==> config.mk <==
export PLATFORM = sky130hd
export DESIGN_NAME = amc_mode_config
export DESIGN_NICKNAME = d
export VERILOG_FILES = /design/src/rtl/amc_mode_config.v /design/src/rtl/amc_word_fmt.v
export VERILOG_INCLUDE_DIRS = /design/src /design/src/rtl
export SDC_FILE = /design/constraint.sdc
export NUM_CORES = 1
export LEC_CHECK = 0
export BUFFER_PORTS_ARGS = -buffer_cell sky130_fd_sc_hd__clkbuf_2
export CAP_MARGIN = 30
export CORE_ASPECT_RATIO = 0.5
export CORE_MARGIN = 8
export CORE_UTILIZATION = 43
export DETAILED_ROUTE_END_ITERATION = 7
export PLACE_DENSITY_LB_ADDON = 0.2
export SLEW_MARGIN = 25
export SYNTH_ARGS = -nofsm -noshare
export SYNTH_HDL_FRONTEND = slang
export SYNTH_SLANG_ARGS = --single-unit
==> constraint.sdc <==
create_clock -name clk -period 2 [get_ports clk]
set_input_delay 0.1 -clock clk [delete_from_list [all_inputs] [get_ports clk]]
set_output_delay 0.1 -clock clk [all_outputs]
set_load 0.02 [all_outputs]
==> src/rtl/amc_map.vh <==
// register offsets, field positions, reset values for the mode config block
`ifndef AMC_MAP_VH
`define AMC_MAP_VH
`define AMC_ADDR_MODE 4'h0
`define AMC_ADDR_STATUS 4'h4
`define AMC_ADDR_IRQ_STAT 4'h8
`define AMC_ADDR_IRQ_MASK 4'hc
`define AMC_MODE_RESET 16'h0510
`define AMC_MODE_WMASK 16'h3f1f
`define AMC_BIT_REG_CRC 13
`define AMC_BIT_RX_CRC 12
`define AMC_BIT_CRC_SEL 11
`define AMC_BIT_RST_SEEN 10
`define AMC_WLEN_HI 9
`define AMC_WLEN_LO 8
`define AMC_BIT_TIMEOUT 4
`define AMC_DRS_HI 3
`define AMC_DRS_LO 2
`define AMC_BIT_DR_HIZ 1
`define AMC_BIT_DR_FMT 0
`define AMC_WLEN_16 2'h0
`define AMC_WLEN_24 2'h1
`define AMC_WLEN_32Z 2'h2
`define AMC_WLEN_32S 2'h3
`define AMC_IRQ_RST_CLR 0
`define AMC_IRQ_CFG_WR 1
`endif

==> src/rtl/amc_mode_config.v <==
// mode configuration register bank with wishbone slave and interrupt
//
// Design decisions made here: the placing of the registers and the Wishbone interface to the registers.
`timescale 1ns/1ps
`include "amc_map.vh"
// How it works
// - bit 13 enables register-map checksum, reset 0
// - bit 12 enables incoming frame checksum, reset 0
// - bit 11 picks checksum polynomial, 0 ccitt
// - bit 10 set after every reset
// - writing 0 clears flag and status mirror
// - bits 9:8 select output word format
// - bit 4 timeout enable, resets to 1
// - status register mirrors reset-occurred flag
module amc_mode_config (
  input wire clk,
  input wire rst_b,
  input wire wb_cyc_i,
  input wire wb_stb_i,
  input wire wb_we_i,
  input wire [3:0] wb_adr_i,
  input wire [3:0] wb_sel_i,
  input wire [31:0] wb_dat_i,
  output reg [31:0] wb_dat_o,
  output reg wb_ack_o,
  output reg wb_err_o,
  input wire [23:0] sample_in,
  output reg [31:0] sample_word,
  output reg [5:0] sample_bits,
  output reg reg_crc_en,
  output reg rx_crc_en,
  output reg crc_ansi_sel,
  output reg timeout_en,
  output reg [1:0] data_ready_source_select,
  output reg data_ready_high_impedance,
  output reg data_ready_format,
  output reg irq
);
  // two event sources: reset-flag clear and any write to the mode register
  localparam IRQ_N = 2;
  // byte lanes of the 16-bit mode register
  localparam LANE_LO = 0;
  localparam LANE_HI = 1;
  // bus answer tracker, one-hot
  localparam ST_IDLE = 2'b01;
  localparam ST_RESP = 2'b10;

  reg [15:0] mode_r;
  reg [15:0] mode_nxt;
  reg [IRQ_N-1:0] irq_stat_r;
  wire [IRQ_N-1:0] irq_stat_nxt;
  reg [IRQ_N-1:0] irq_mask_r;
  wire [IRQ_N-1:0] irq_mask_nxt;
  reg [1:0] bus_state_r;
  reg [1:0] bus_state_nxt;
  wire [31:0] fmt_word;
  wire [5:0] fmt_bits;
  wire req;
  wire wr_mode;
  wire rst_clr_ev;
  wire [IRQ_N-1:0] irq_set;
  wire stat_wr;
  wire mask_wr;
  wire [7:0] lo_lane;
  wire [7:0] hi_lane;
  wire bus_hit;
  wire bus_miss;
  wire bus_rd;
  wire irq_nxt;
  reg [31:0] rd_data;
  reg hit;
  genvar gi;

  function addr_ok;
    input [3:0] a;
    begin
      addr_ok = (a == `AMC_ADDR_MODE) || (a == `AMC_ADDR_STATUS) ||
        (a == `AMC_ADDR_IRQ_STAT) || (a == `AMC_ADDR_IRQ_MASK);
    end
  endfunction

  // byte lane update, shared by both halves of the mode register
  function [7:0] lane_merge;
    input [7:0] old_v;
    input [7:0] new_v;
    input [7:0] keep_m;
    input en;
    begin
      if (en) begin
        lane_merge = new_v & keep_m;
      end else begin
        lane_merge = old_v;
      end
    end
  endfunction

  // status view: crc type, reset flag and word length, rest reads zero
  function [31:0] status_word;
    input [15:0] m;
    begin
      status_word = {16'h0000, 4'h0, m[`AMC_BIT_CRC_SEL], m[`AMC_BIT_RST_SEEN],
        m[`AMC_WLEN_HI:`AMC_WLEN_LO], 8'h00};
    end
  endfunction

  // a request is taken only in idle, so a strobe held through ack is not retaken
  always @* begin
    case (bus_state_r)
      ST_IDLE: begin
        if (wb_cyc_i && wb_stb_i) begin
          bus_state_nxt = ST_RESP;
        end else begin
          bus_state_nxt = ST_IDLE;
        end
      end
      ST_RESP: begin
        bus_state_nxt = ST_IDLE;
      end
      default: begin
        bus_state_nxt = ST_IDLE;
      end
    endcase
  end

  always @(posedge clk) begin
    if (!rst_b) begin
      bus_state_r <= ST_IDLE;
    end else begin
      bus_state_r <= bus_state_nxt;
    end
  end

  assign req = wb_cyc_i && wb_stb_i && (bus_state_r == ST_IDLE);
  assign bus_hit = req && hit;
  assign bus_miss = req && !hit;
  assign bus_rd = bus_hit && !wb_we_i;
  assign wr_mode = req && wb_we_i && (wb_adr_i == `AMC_ADDR_MODE);
  assign stat_wr = req && wb_we_i && wb_sel_i[LANE_LO] && (wb_adr_i == `AMC_ADDR_IRQ_STAT);
  assign mask_wr = req && wb_we_i && wb_sel_i[LANE_LO] && (wb_adr_i == `AMC_ADDR_IRQ_MASK);
  // flag falls only when software writes the high byte lane (bits 15:8) of the mode register
  assign rst_clr_ev = wr_mode && wb_sel_i[LANE_HI] && mode_r[`AMC_BIT_RST_SEEN] &&
    !wb_dat_i[`AMC_BIT_RST_SEEN];

  amc_word_fmt amc_word_fmt_inst (
    .word_length_select(mode_r[`AMC_WLEN_HI:`AMC_WLEN_LO]),
    .sample_in(sample_in),
    .word_out(fmt_word),
    .word_bits(fmt_bits)
  );

  // reserved bits 15:14 and 7:5 never take a one, whatever the host writes
  assign lo_lane = lane_merge(mode_r[7:0], wb_dat_i[7:0], 8'h1f, wb_sel_i[LANE_LO]);
  assign hi_lane = lane_merge(mode_r[15:8], wb_dat_i[15:8], 8'h3f, wb_sel_i[LANE_HI]);

  always @* begin
    mode_nxt = mode_r;
    if (wr_mode) begin
      mode_nxt[7:0] = lo_lane;
      mode_nxt[15:8] = hi_lane;
      if (wb_sel_i[LANE_HI]) begin
        // writing 1 cannot fake a reset event
        mode_nxt[`AMC_BIT_RST_SEEN] = mode_r[`AMC_BIT_RST_SEEN] &
          wb_dat_i[`AMC_BIT_RST_SEEN];
      end
    end
  end

  // event sources of the sticky status bits
  assign irq_set[`AMC_IRQ_RST_CLR] = rst_clr_ev;
  assign irq_set[`AMC_IRQ_CFG_WR] = wr_mode;

  // per bit: an event wins over a write-one clear in the same cycle
  generate
    for (gi = 0; gi < IRQ_N; gi = gi + 1) begin : g_irq
      assign irq_stat_nxt[gi] = irq_set[gi] |
        (irq_stat_r[gi] & ~(stat_wr & wb_dat_i[gi]));
      assign irq_mask_nxt[gi] = mask_wr ? wb_dat_i[gi] : irq_mask_r[gi];
    end
  endgenerate

  // level output follows the next state so it moves with its status bit
  assign irq_nxt = |(irq_stat_nxt & irq_mask_nxt);

  always @* begin
    hit = addr_ok(wb_adr_i);
    rd_data = 32'h0000_0000;
    case (wb_adr_i)
      `AMC_ADDR_MODE: begin
        rd_data = {16'h0000, mode_r};
      end
      `AMC_ADDR_STATUS: begin
        // status mirrors the reset flag of the mode register
        rd_data = status_word(mode_r);
      end
      `AMC_ADDR_IRQ_STAT: begin
        rd_data = {{(32-IRQ_N){1'b0}}, irq_stat_r};
      end
      `AMC_ADDR_IRQ_MASK: begin
        rd_data = {{(32-IRQ_N){1'b0}}, irq_mask_r};
      end
      default: begin
        rd_data = 32'h0000_0000;
      end
    endcase
  end

  // mode register; only a device reset sets the reset flag again
  always @(posedge clk) begin
    if (!rst_b) begin
      mode_r <= `AMC_MODE_RESET;
    end else begin
      mode_r <= mode_nxt;
    end
  end

  // sticky status and mask bits
  always @(posedge clk) begin
    if (!rst_b) begin
      irq_stat_r <= {IRQ_N{1'b0}};
      irq_mask_r <= {IRQ_N{1'b0}};
    end else begin
      irq_stat_r <= irq_stat_nxt;
      irq_mask_r <= irq_mask_nxt;
    end
  end

  // interrupt level, straight from a flop
  always @(posedge clk) begin
    if (!rst_b) begin
      irq <= 1'b0;
    end else begin
      irq <= irq_nxt;
    end
  end

  // answer rises on the taking edge and lasts one cycle, then idle again
  always @(posedge clk) begin
    if (!rst_b) begin
      wb_ack_o <= 1'b0;
      wb_err_o <= 1'b0;
    end else begin
      wb_ack_o <= bus_hit;
      wb_err_o <= bus_miss;
    end
  end

  // read data stands only with ack and is zero otherwise,
  // so a stale word never looks like an answer
  always @(posedge clk) begin
    if (!rst_b) begin
      wb_dat_o <= 32'h0000_0000;
    end else begin
      if (bus_rd) begin
        wb_dat_o <= rd_data;
      end else begin
        wb_dat_o <= 32'h0000_0000;
      end
    end
  end

  // formatted sample, one cycle behind sample_in
  always @(posedge clk) begin
    if (!rst_b) begin
      sample_word <= 32'h0000_0000;
      sample_bits <= 6'h18;
    end else begin
      sample_word <= fmt_word;
      sample_bits <= fmt_bits;
    end
  end

  // checksum controls taken from the next value so they move with the register
  always @(posedge clk) begin
    if (!rst_b) begin
      reg_crc_en <= 1'b0;
      rx_crc_en <= 1'b0;
      crc_ansi_sel <= 1'b0;
    end else begin
      reg_crc_en <= mode_nxt[`AMC_BIT_REG_CRC];
      rx_crc_en <= mode_nxt[`AMC_BIT_RX_CRC];
      crc_ansi_sel <= mode_nxt[`AMC_BIT_CRC_SEL];
    end
  end

  // timeout is on out of reset
  always @(posedge clk) begin
    if (!rst_b) begin
      timeout_en <= 1'b1;
    end else begin
      timeout_en <= mode_nxt[`AMC_BIT_TIMEOUT];
    end
  end

  // data-ready controls: only stored here, acted on elsewhere
  always @(posedge clk) begin
    if (!rst_b) begin
      data_ready_source_select <= 2'h0;
      data_ready_high_impedance <= 1'b0;
      data_ready_format <= 1'b0;
    end else begin
      data_ready_source_select <= mode_nxt[`AMC_DRS_HI:`AMC_DRS_LO];
      data_ready_high_impedance <= mode_nxt[`AMC_BIT_DR_HIZ];
      data_ready_format <= mode_nxt[`AMC_BIT_DR_FMT];
    end
  end
endmodule

==> src/rtl/amc_word_fmt.v <==
// formats a 24-bit sample to the selected output word length
`timescale 1ns/1ps
`include "amc_map.vh"
module amc_word_fmt (
  input wire [1:0] word_length_select,
  input wire [23:0] sample_in,
  output reg [31:0] word_out,
  output reg [5:0] word_bits
);
  always @* begin
    case (word_length_select)
      `AMC_WLEN_16: begin
        word_out = {16'h0000, sample_in[23:8]};
        word_bits = 6'h10;
      end
      `AMC_WLEN_32Z: begin
        word_out = {sample_in, 8'h00};
        word_bits = 6'h20;
      end
      `AMC_WLEN_32S: begin
        word_out = {{8{sample_in[23]}}, sample_in};
        word_bits = 6'h20;
      end
      default: begin
        word_out = {8'h00, sample_in};
        word_bits = 6'h18;
      end
    endcase
  end
endmodule

Word-level counts from Yosys, hierarchy flattened

Cells that the tools add are included.

Bits in registers: 98
Input port bits: 69
Output and inout bits: 81
Logic and storage cells: 71

Eq/ne operators: 6
Multiplexer cells: 10
Bitwise logic cells: 10
Reduce and logical (&&, ||, !) cells: 26

Operators with widths:

| cell               | number |
|---|---|
| $pmux 32 s3        | 1 |
| $pmux 14 s4        | 1 |
| $mux 14            | 1 |
| $logic_and 1x1->1  | 13 |
| $pmux 6 s2         | 1 |
| $eq 4x4->1 const B | 2 |
| $mux 6             | 1 |
| $reduce_and 2->1   | 3 |
| $and 1x1->1        | 5 |
| $mux 5             | 1 |
| $eq 2x2->1 const B | 2 |
| $eq 4x3->1 const B | 1 |
| $logic_not 4->1    | 1 |
| $reduce_or 2->1    | 2 |
| $logic_not 1->1    | 3 |
| $logic_or 1x1->1   | 3 |
| $mux 1             | 3 |
| $and 2x2->2        | 1 |
| $eq 2x1->1 const B | 1 |
| $logic_not 2->1    | 1 |
| $mux 2             | 1 |
| $not 1->1          | 2 |
| $or 1x1->1         | 2 |

Depth between registers and ports, before layout

Depth in word-level cells: 11
Gate-level depth with buffers: 6
Mapped depth without buffers: 5

By module

Synthesis repeated with hierarchy kept, for this count alone.

Cells, all modules: 284
Area, all modules: 2859.0 µm²

Modules (own cells, without submodules):

| module          | instances | cells an instance | area an instance (µm²) | sequential area each (µm²) |
|---|---|---|---|---|
| amc_mode_config | 1         | 213               | 2327.2                 | 1381.3 |
| amc_word_fmt    | 1         | 71                | 531.8                  | 0.0 |

Worst setup path before layout

OpenSTA, ideal clock, no wires.

Path kind: reg2reg
Start point: register bus_state_r[1]
End point: register mode_r[4]
Setup time: 0.129 ns
Data arrival time: 1.291 ns
Required time: 1.871 ns
Path slack: 0.580 ns
Cell stages (with the launch flop): 7
Period minus slack after synthesis: 1.420 ns
Cells stage by stage: dfxtp_1 and4b_2 and3_1 and2_1 buf_2 mux2i_1 nand2_1

Longest elaborated chain between the ends: 5

Ends and longest elaborated chain:

| what                           | line                  | text |
|---|---|---|
| from (decl)                    | amc_mode_config.v:54  | `reg [1:0] bus_state_r;` |
| from (signal assigned)         | amc_mode_config.v:129 | `bus_state_r <= bus_state_nxt;` |
| $eq 2x1->1                     | amc_mode_config.v:133 | `assign req = wb_cyc_i && wb_stb_i && (bus_state_r == ST_IDLE);` |
| $logic_and 1x1->1              | amc_mode_config.v:133 |  |
| $logic_and 1x1->1 (2 in a row) | amc_mode_config.v:137 | `` assign wr_mode = req && wb_we_i && (wb_adr_i == `AMC_ADDR_MODE); `` |
| $mux 14                        | amc_mode_config.v:157 | `if (wr_mode) begin` |
| to (signal assigned)           | amc_mode_config.v:210 | `` mode_r <= `AMC_MODE_RESET; `` |
| to (signal assigned)           | amc_mode_config.v:212 | `mode_r <= mode_nxt;` |
| to (decl)                      | amc_mode_config.v:48  | `reg [15:0] mode_r;` |

Every way passes these cells.
A chain may end at the register's enable or synchronous reset.

Worst setup path after layout

Same ends and word-level chain as after synthesis.

==> metrics.json <==
{
  "outcome": {
    "outcome": "completed"
  },
  "cts": {
    "quantity_of_hold_fixing_buffers_added_after_cts": 0,
    "cts_made_buffers": 9,
    "cts.repair_timing.setup_buffer_count": 0,
    "clkSlewWorstSetupHoldPaths_ns": 0.05,
    "ctsResizeCount": 0,
    "clock-sinks": 66,
    "clkLatencyLatePin_ns": 0.32,
    "htree_levels": 3,
    "tritoncts": "built",
    "ctsRootBufferMaster": "sky130_fd_sc_hd__clkbuf_16",
    "clk_path_buf_depth": 2
  },
  "route": {
    "violation_count_after_the_first_detailed_route_iteration": 120,
    "drtPass1Iterations": 4,
    "postRouteAntennaNets": 0,
    "wl_um": 6440,
    "routed_via_density": 4.71,
    "detail_route.wl_per_cell_um": 14.7,
    "route.vias.total": 2062,
    "drc_violation_count_after_routing": 0
  },
  "die": {
    "dieWidth_um": 125,
    "start_util_pct": 43.5,
    "die_area_sq_um": 8880,
    "ioPinCount": 150,
    "die_height_um": 70.7,
    "rows": 20,
    "core_area_sq_um": 5930
  },
  "power_and_ir_drop": {
    "irDropWorstVdd_v": 0.000494,
    "power_density_nw_per_um2": 977,
    "p_leak_nw": 1.65
  },
  "cells_and_area": {
    "fin_util_pct": 56.9,
    "syn2layout_area_growth_pct": 30.9,
    "final_cells": 438,
    "fin_nets": 425,
    "antennaDiodeCount": 0,
    "fillCellCount": 536,
    "post_route_cells_drive_above_1_share_pct": 36.3
  },
  "sta": {
    "total_count_of_max_transition_violations_in_the_final_report": 0,
    "maximum_achievable_frequency_ghz": 0.642,
    "maxSlewHeadroom_pct": 55.0,
    "finalHoldViolations": 0,
    "finalSetupTns_ns": 0,
    "rsz0062_at_grt": "no",
    "setup_viol": 0,
    "post-route-period-util_pct": 77.9,
    "worstMarginPinSlew_ns": 0.673,
    "finalCriticalPeriod_ns": 1.56,
    "clock_skew_ns": 0.00847,
    "hold_ws_ns": 0.00980
  },
  "job": {
    "cap_viol_max_count": 0
  },
  "setup_path": {
    "cp-end-kind": "flip-flop",
    "critical_path.reg2reg.startpoint": "bus_state_r[1]$_SDFF_PN0_",
    "cp_data_arrival_time_ns": 1.76,
    "critPathLaunchType": "flip-flop",
    "cell_by_cell_listing_of_the_critical_path": "and4b_2 -> and3_1 -> and2_1 -> mux2i_1 -> nand2_1",
    "timing.rr.end": "mode_r[4]$_SDFFE_PN1P_",
    "critical_path_peak_fanout": 5,
    "max_stage_delay_ns": 0.34,
    "path_buf_inv": 0,
    "cpLargestDelayFamily": "simple AND/OR/NAND/NOR gates",
    "worst-setup-path-type": "flip-flop to flip-flop",
    "critical-path-slowest-cell": "sky130_fd_sc_hd__and4b_2",
    "timing.critical_path.required_ns": 2.20,
    "worst-r2r-cell-count": 5,
    "regToRegSetupSlack_ns": 0.44
  },
  "logic_synthesis": {
    "post_synth_inst_count": 256,
    "synth_register_bits": 66,
    "yosysMostFrequentCell": "sky130_fd_sc_hd__dfxtp_1",
    "synth_top_cell_by_area": "sky130_fd_sc_hd__dfxtp_1",
    "yosysSeqAreaShare_pct": 51.3,
    "synth.yosys.warnings": 0,
    "synth_edf_count": 0,
    "synthTopCellsByCount": "66 x sky130_fd_sc_hd__dfxtp_1, 26 x sky130_fd_sc_hd__buf_4, 25 x sky130_fd_sc_hd__nand2_1, 25 x sky130_fd_sc_hd__nor2b_1, 19 x sky130_fd_sc_hd__mux2i_1",
    "netlist_area_sq_um": 2580,
    "top_area_cells_in_the_synthesized_netlist": "sky130_fd_sc_hd__dfxtp_1 51%, sky130_fd_sc_hd__buf_4 7.6%, sky130_fd_sc_hd__mux2i_1 7.4%, sky130_fd_sc_hd__nor2b_1 6.1%, sky130_fd_sc_hd__a22oi_1 5.0%",
    "synth_async_sr_flop_share_pct": 0,
    "yosys.cell_types.count": 34,
    "synth_top_cell_area_share_pct": 51.3,
    "avgSynthCellArea_sq_um": 10.1,
    "ys.flop_type": "sky130_fd_sc_hd__dfxtp_1"
  },
  "placed_design": {
    "place_inst": 422,
    "gp_congestion": 0.852,
    "buffer_ports.inserted": 102,
    "dp_hpwl_um": 4870
  },
  "grt": {
    "grt_total_ovfl": 0,
    "largest_net_degree_at_the_start_of_global_routing": 45,
    "grt_usage_pct": 14.8,
    "grt_pass1_wl_um": 10600,
    "grt_antenna_before_repair": 0,
    "number_of_global_route_vias_before_repair": 2228
  },
  "min_path": {
    "worstHoldPathType": "primary input to flip-flop",
    "min_to": "mode_r[4]$_SDFFE_PN1P_",
    "hold_crit_depth": 3,
    "timing.hold.worst.start": "wb_dat_i[4]"
  }
}
## stage by stage
stage          setup WS (ns)  total power [mW]  instance area (sq um)
4_1_cts                0.423              3.33                   3370
6_report               0.443              3.30                   3370
3_3_place_gp           0.447              1.63                   3040
3_5_place_dp           0.435              1.63                   3040
5_1_grt                0.295              3.42                   3370
2_1_floorplan          0.580              1.56                   2660
## flip-flops by register name, summed over array words and instances, names as in the netlist
signal                    count
data_ready_source_select      1
mode_r                       10
sample_bits                   3
irq                           1
wb_dat_o                     11
irq_stat_r                    2
bus_state_r                   2
irq_mask_r                    2
wb_ack_o                      1
sample_word                  32
wb_err_o                      1
## final cells by class
cell class,instances,area [sq um],area share (%)
flip-flops and latches,66,1320,39.2
multi-input cells,170,1080,32.0
repair buffers,105,533,15.8
clock buffers,10,239,7.08
well taps,77,96.3,2.86
clock inverters,6,90.1,2.67
inverters,4,15.0,0.445
## cells by family (layout without fill, tap and decap cells)
family | count (synthesis) | in the layout | synth area share, %
mux | 21 | 21 | 8.25
compound gates | 40 | 40 | 11.2
other cells | 1 | 24 | 0.145
buf+inv | 43 | 125 | 10.2
flops | 66 | 66 | 51.3
simple gates | 85 | 85 | 18.9
## power by group
group          switching, mW  internal [mW]
registers            0.00797           1.35
clock network          0.570           1.13
logic                  0.160         0.0872
total                  0.738           2.56
## metal layers
layer	up-vias	track usage, %	part of all wire [%]	wire (um)
li1	1021	-	-	-
met4	0	4.95	0.78	50
met3	4	7.20	7.3	469
met2	68	25.7	49	3160
met1	969	15.5	43	2760
met5	-	0	0	0
## worst max path at each step
stage                              start  slack (ns)  depth (start not counted)                     end
6_report       bus_state_r[1]$_SDFF_PN0_        0.44                          5  mode_r[4]$_SDFFE_PN1P_
4_1_cts        bus_state_r[1]$_SDFF_PN0_        0.42                          5  mode_r[4]$_SDFFE_PN1P_
3_5_place_dp   bus_state_r[1]$_SDFF_PN0_        0.44                          5  mode_r[4]$_SDFFE_PN1P_
5_1_grt        bus_state_r[1]$_SDFF_PN0_        0.30                          5  mode_r[4]$_SDFFE_PN1P_
2_1_floorplan  bus_state_r[1]$_SDFF_PN0_        0.58                          6  mode_r[4]$_SDFFE_PN1P_
3_3_place_gp   bus_state_r[1]$_SDFF_PN0_        0.45                          5  mode_r[4]$_SDFFE_PN1P_
## cell usage in the layout, fill, tap and decap left out, types with 3 or more instances in the layout
master	instances
sky130_fd_sc_hd__nand2_1	25
sky130_fd_sc_hd__conb_1	24
sky130_fd_sc_hd__nand3_1	3
sky130_fd_sc_hd__buf_4	3
sky130_fd_sc_hd__nor2b_1	25
sky130_fd_sc_hd__and2_1	11
sky130_fd_sc_hd__a21oi_1	8
sky130_fd_sc_hd__mux2i_1	19
sky130_fd_sc_hd__clkbuf_16	9
sky130_fd_sc_hd__nor2_1	6
sky130_fd_sc_hd__inv_1	3
sky130_fd_sc_hd__clkbuf_2	102
sky130_fd_sc_hd__o21ai_0	5
sky130_fd_sc_hd__dfxtp_1	66
sky130_fd_sc_hd__a22oi_1	17
sky130_fd_sc_hd__o211a_1	8
## worst register-to-register path: cells and delay by family, from the launching register on
family / cells / cell delay (ns)
simple gates: 4 / 0.91
flops: 1 / 0.29
mux: 1 / 0.23
(Power assumes the default switching activity.)
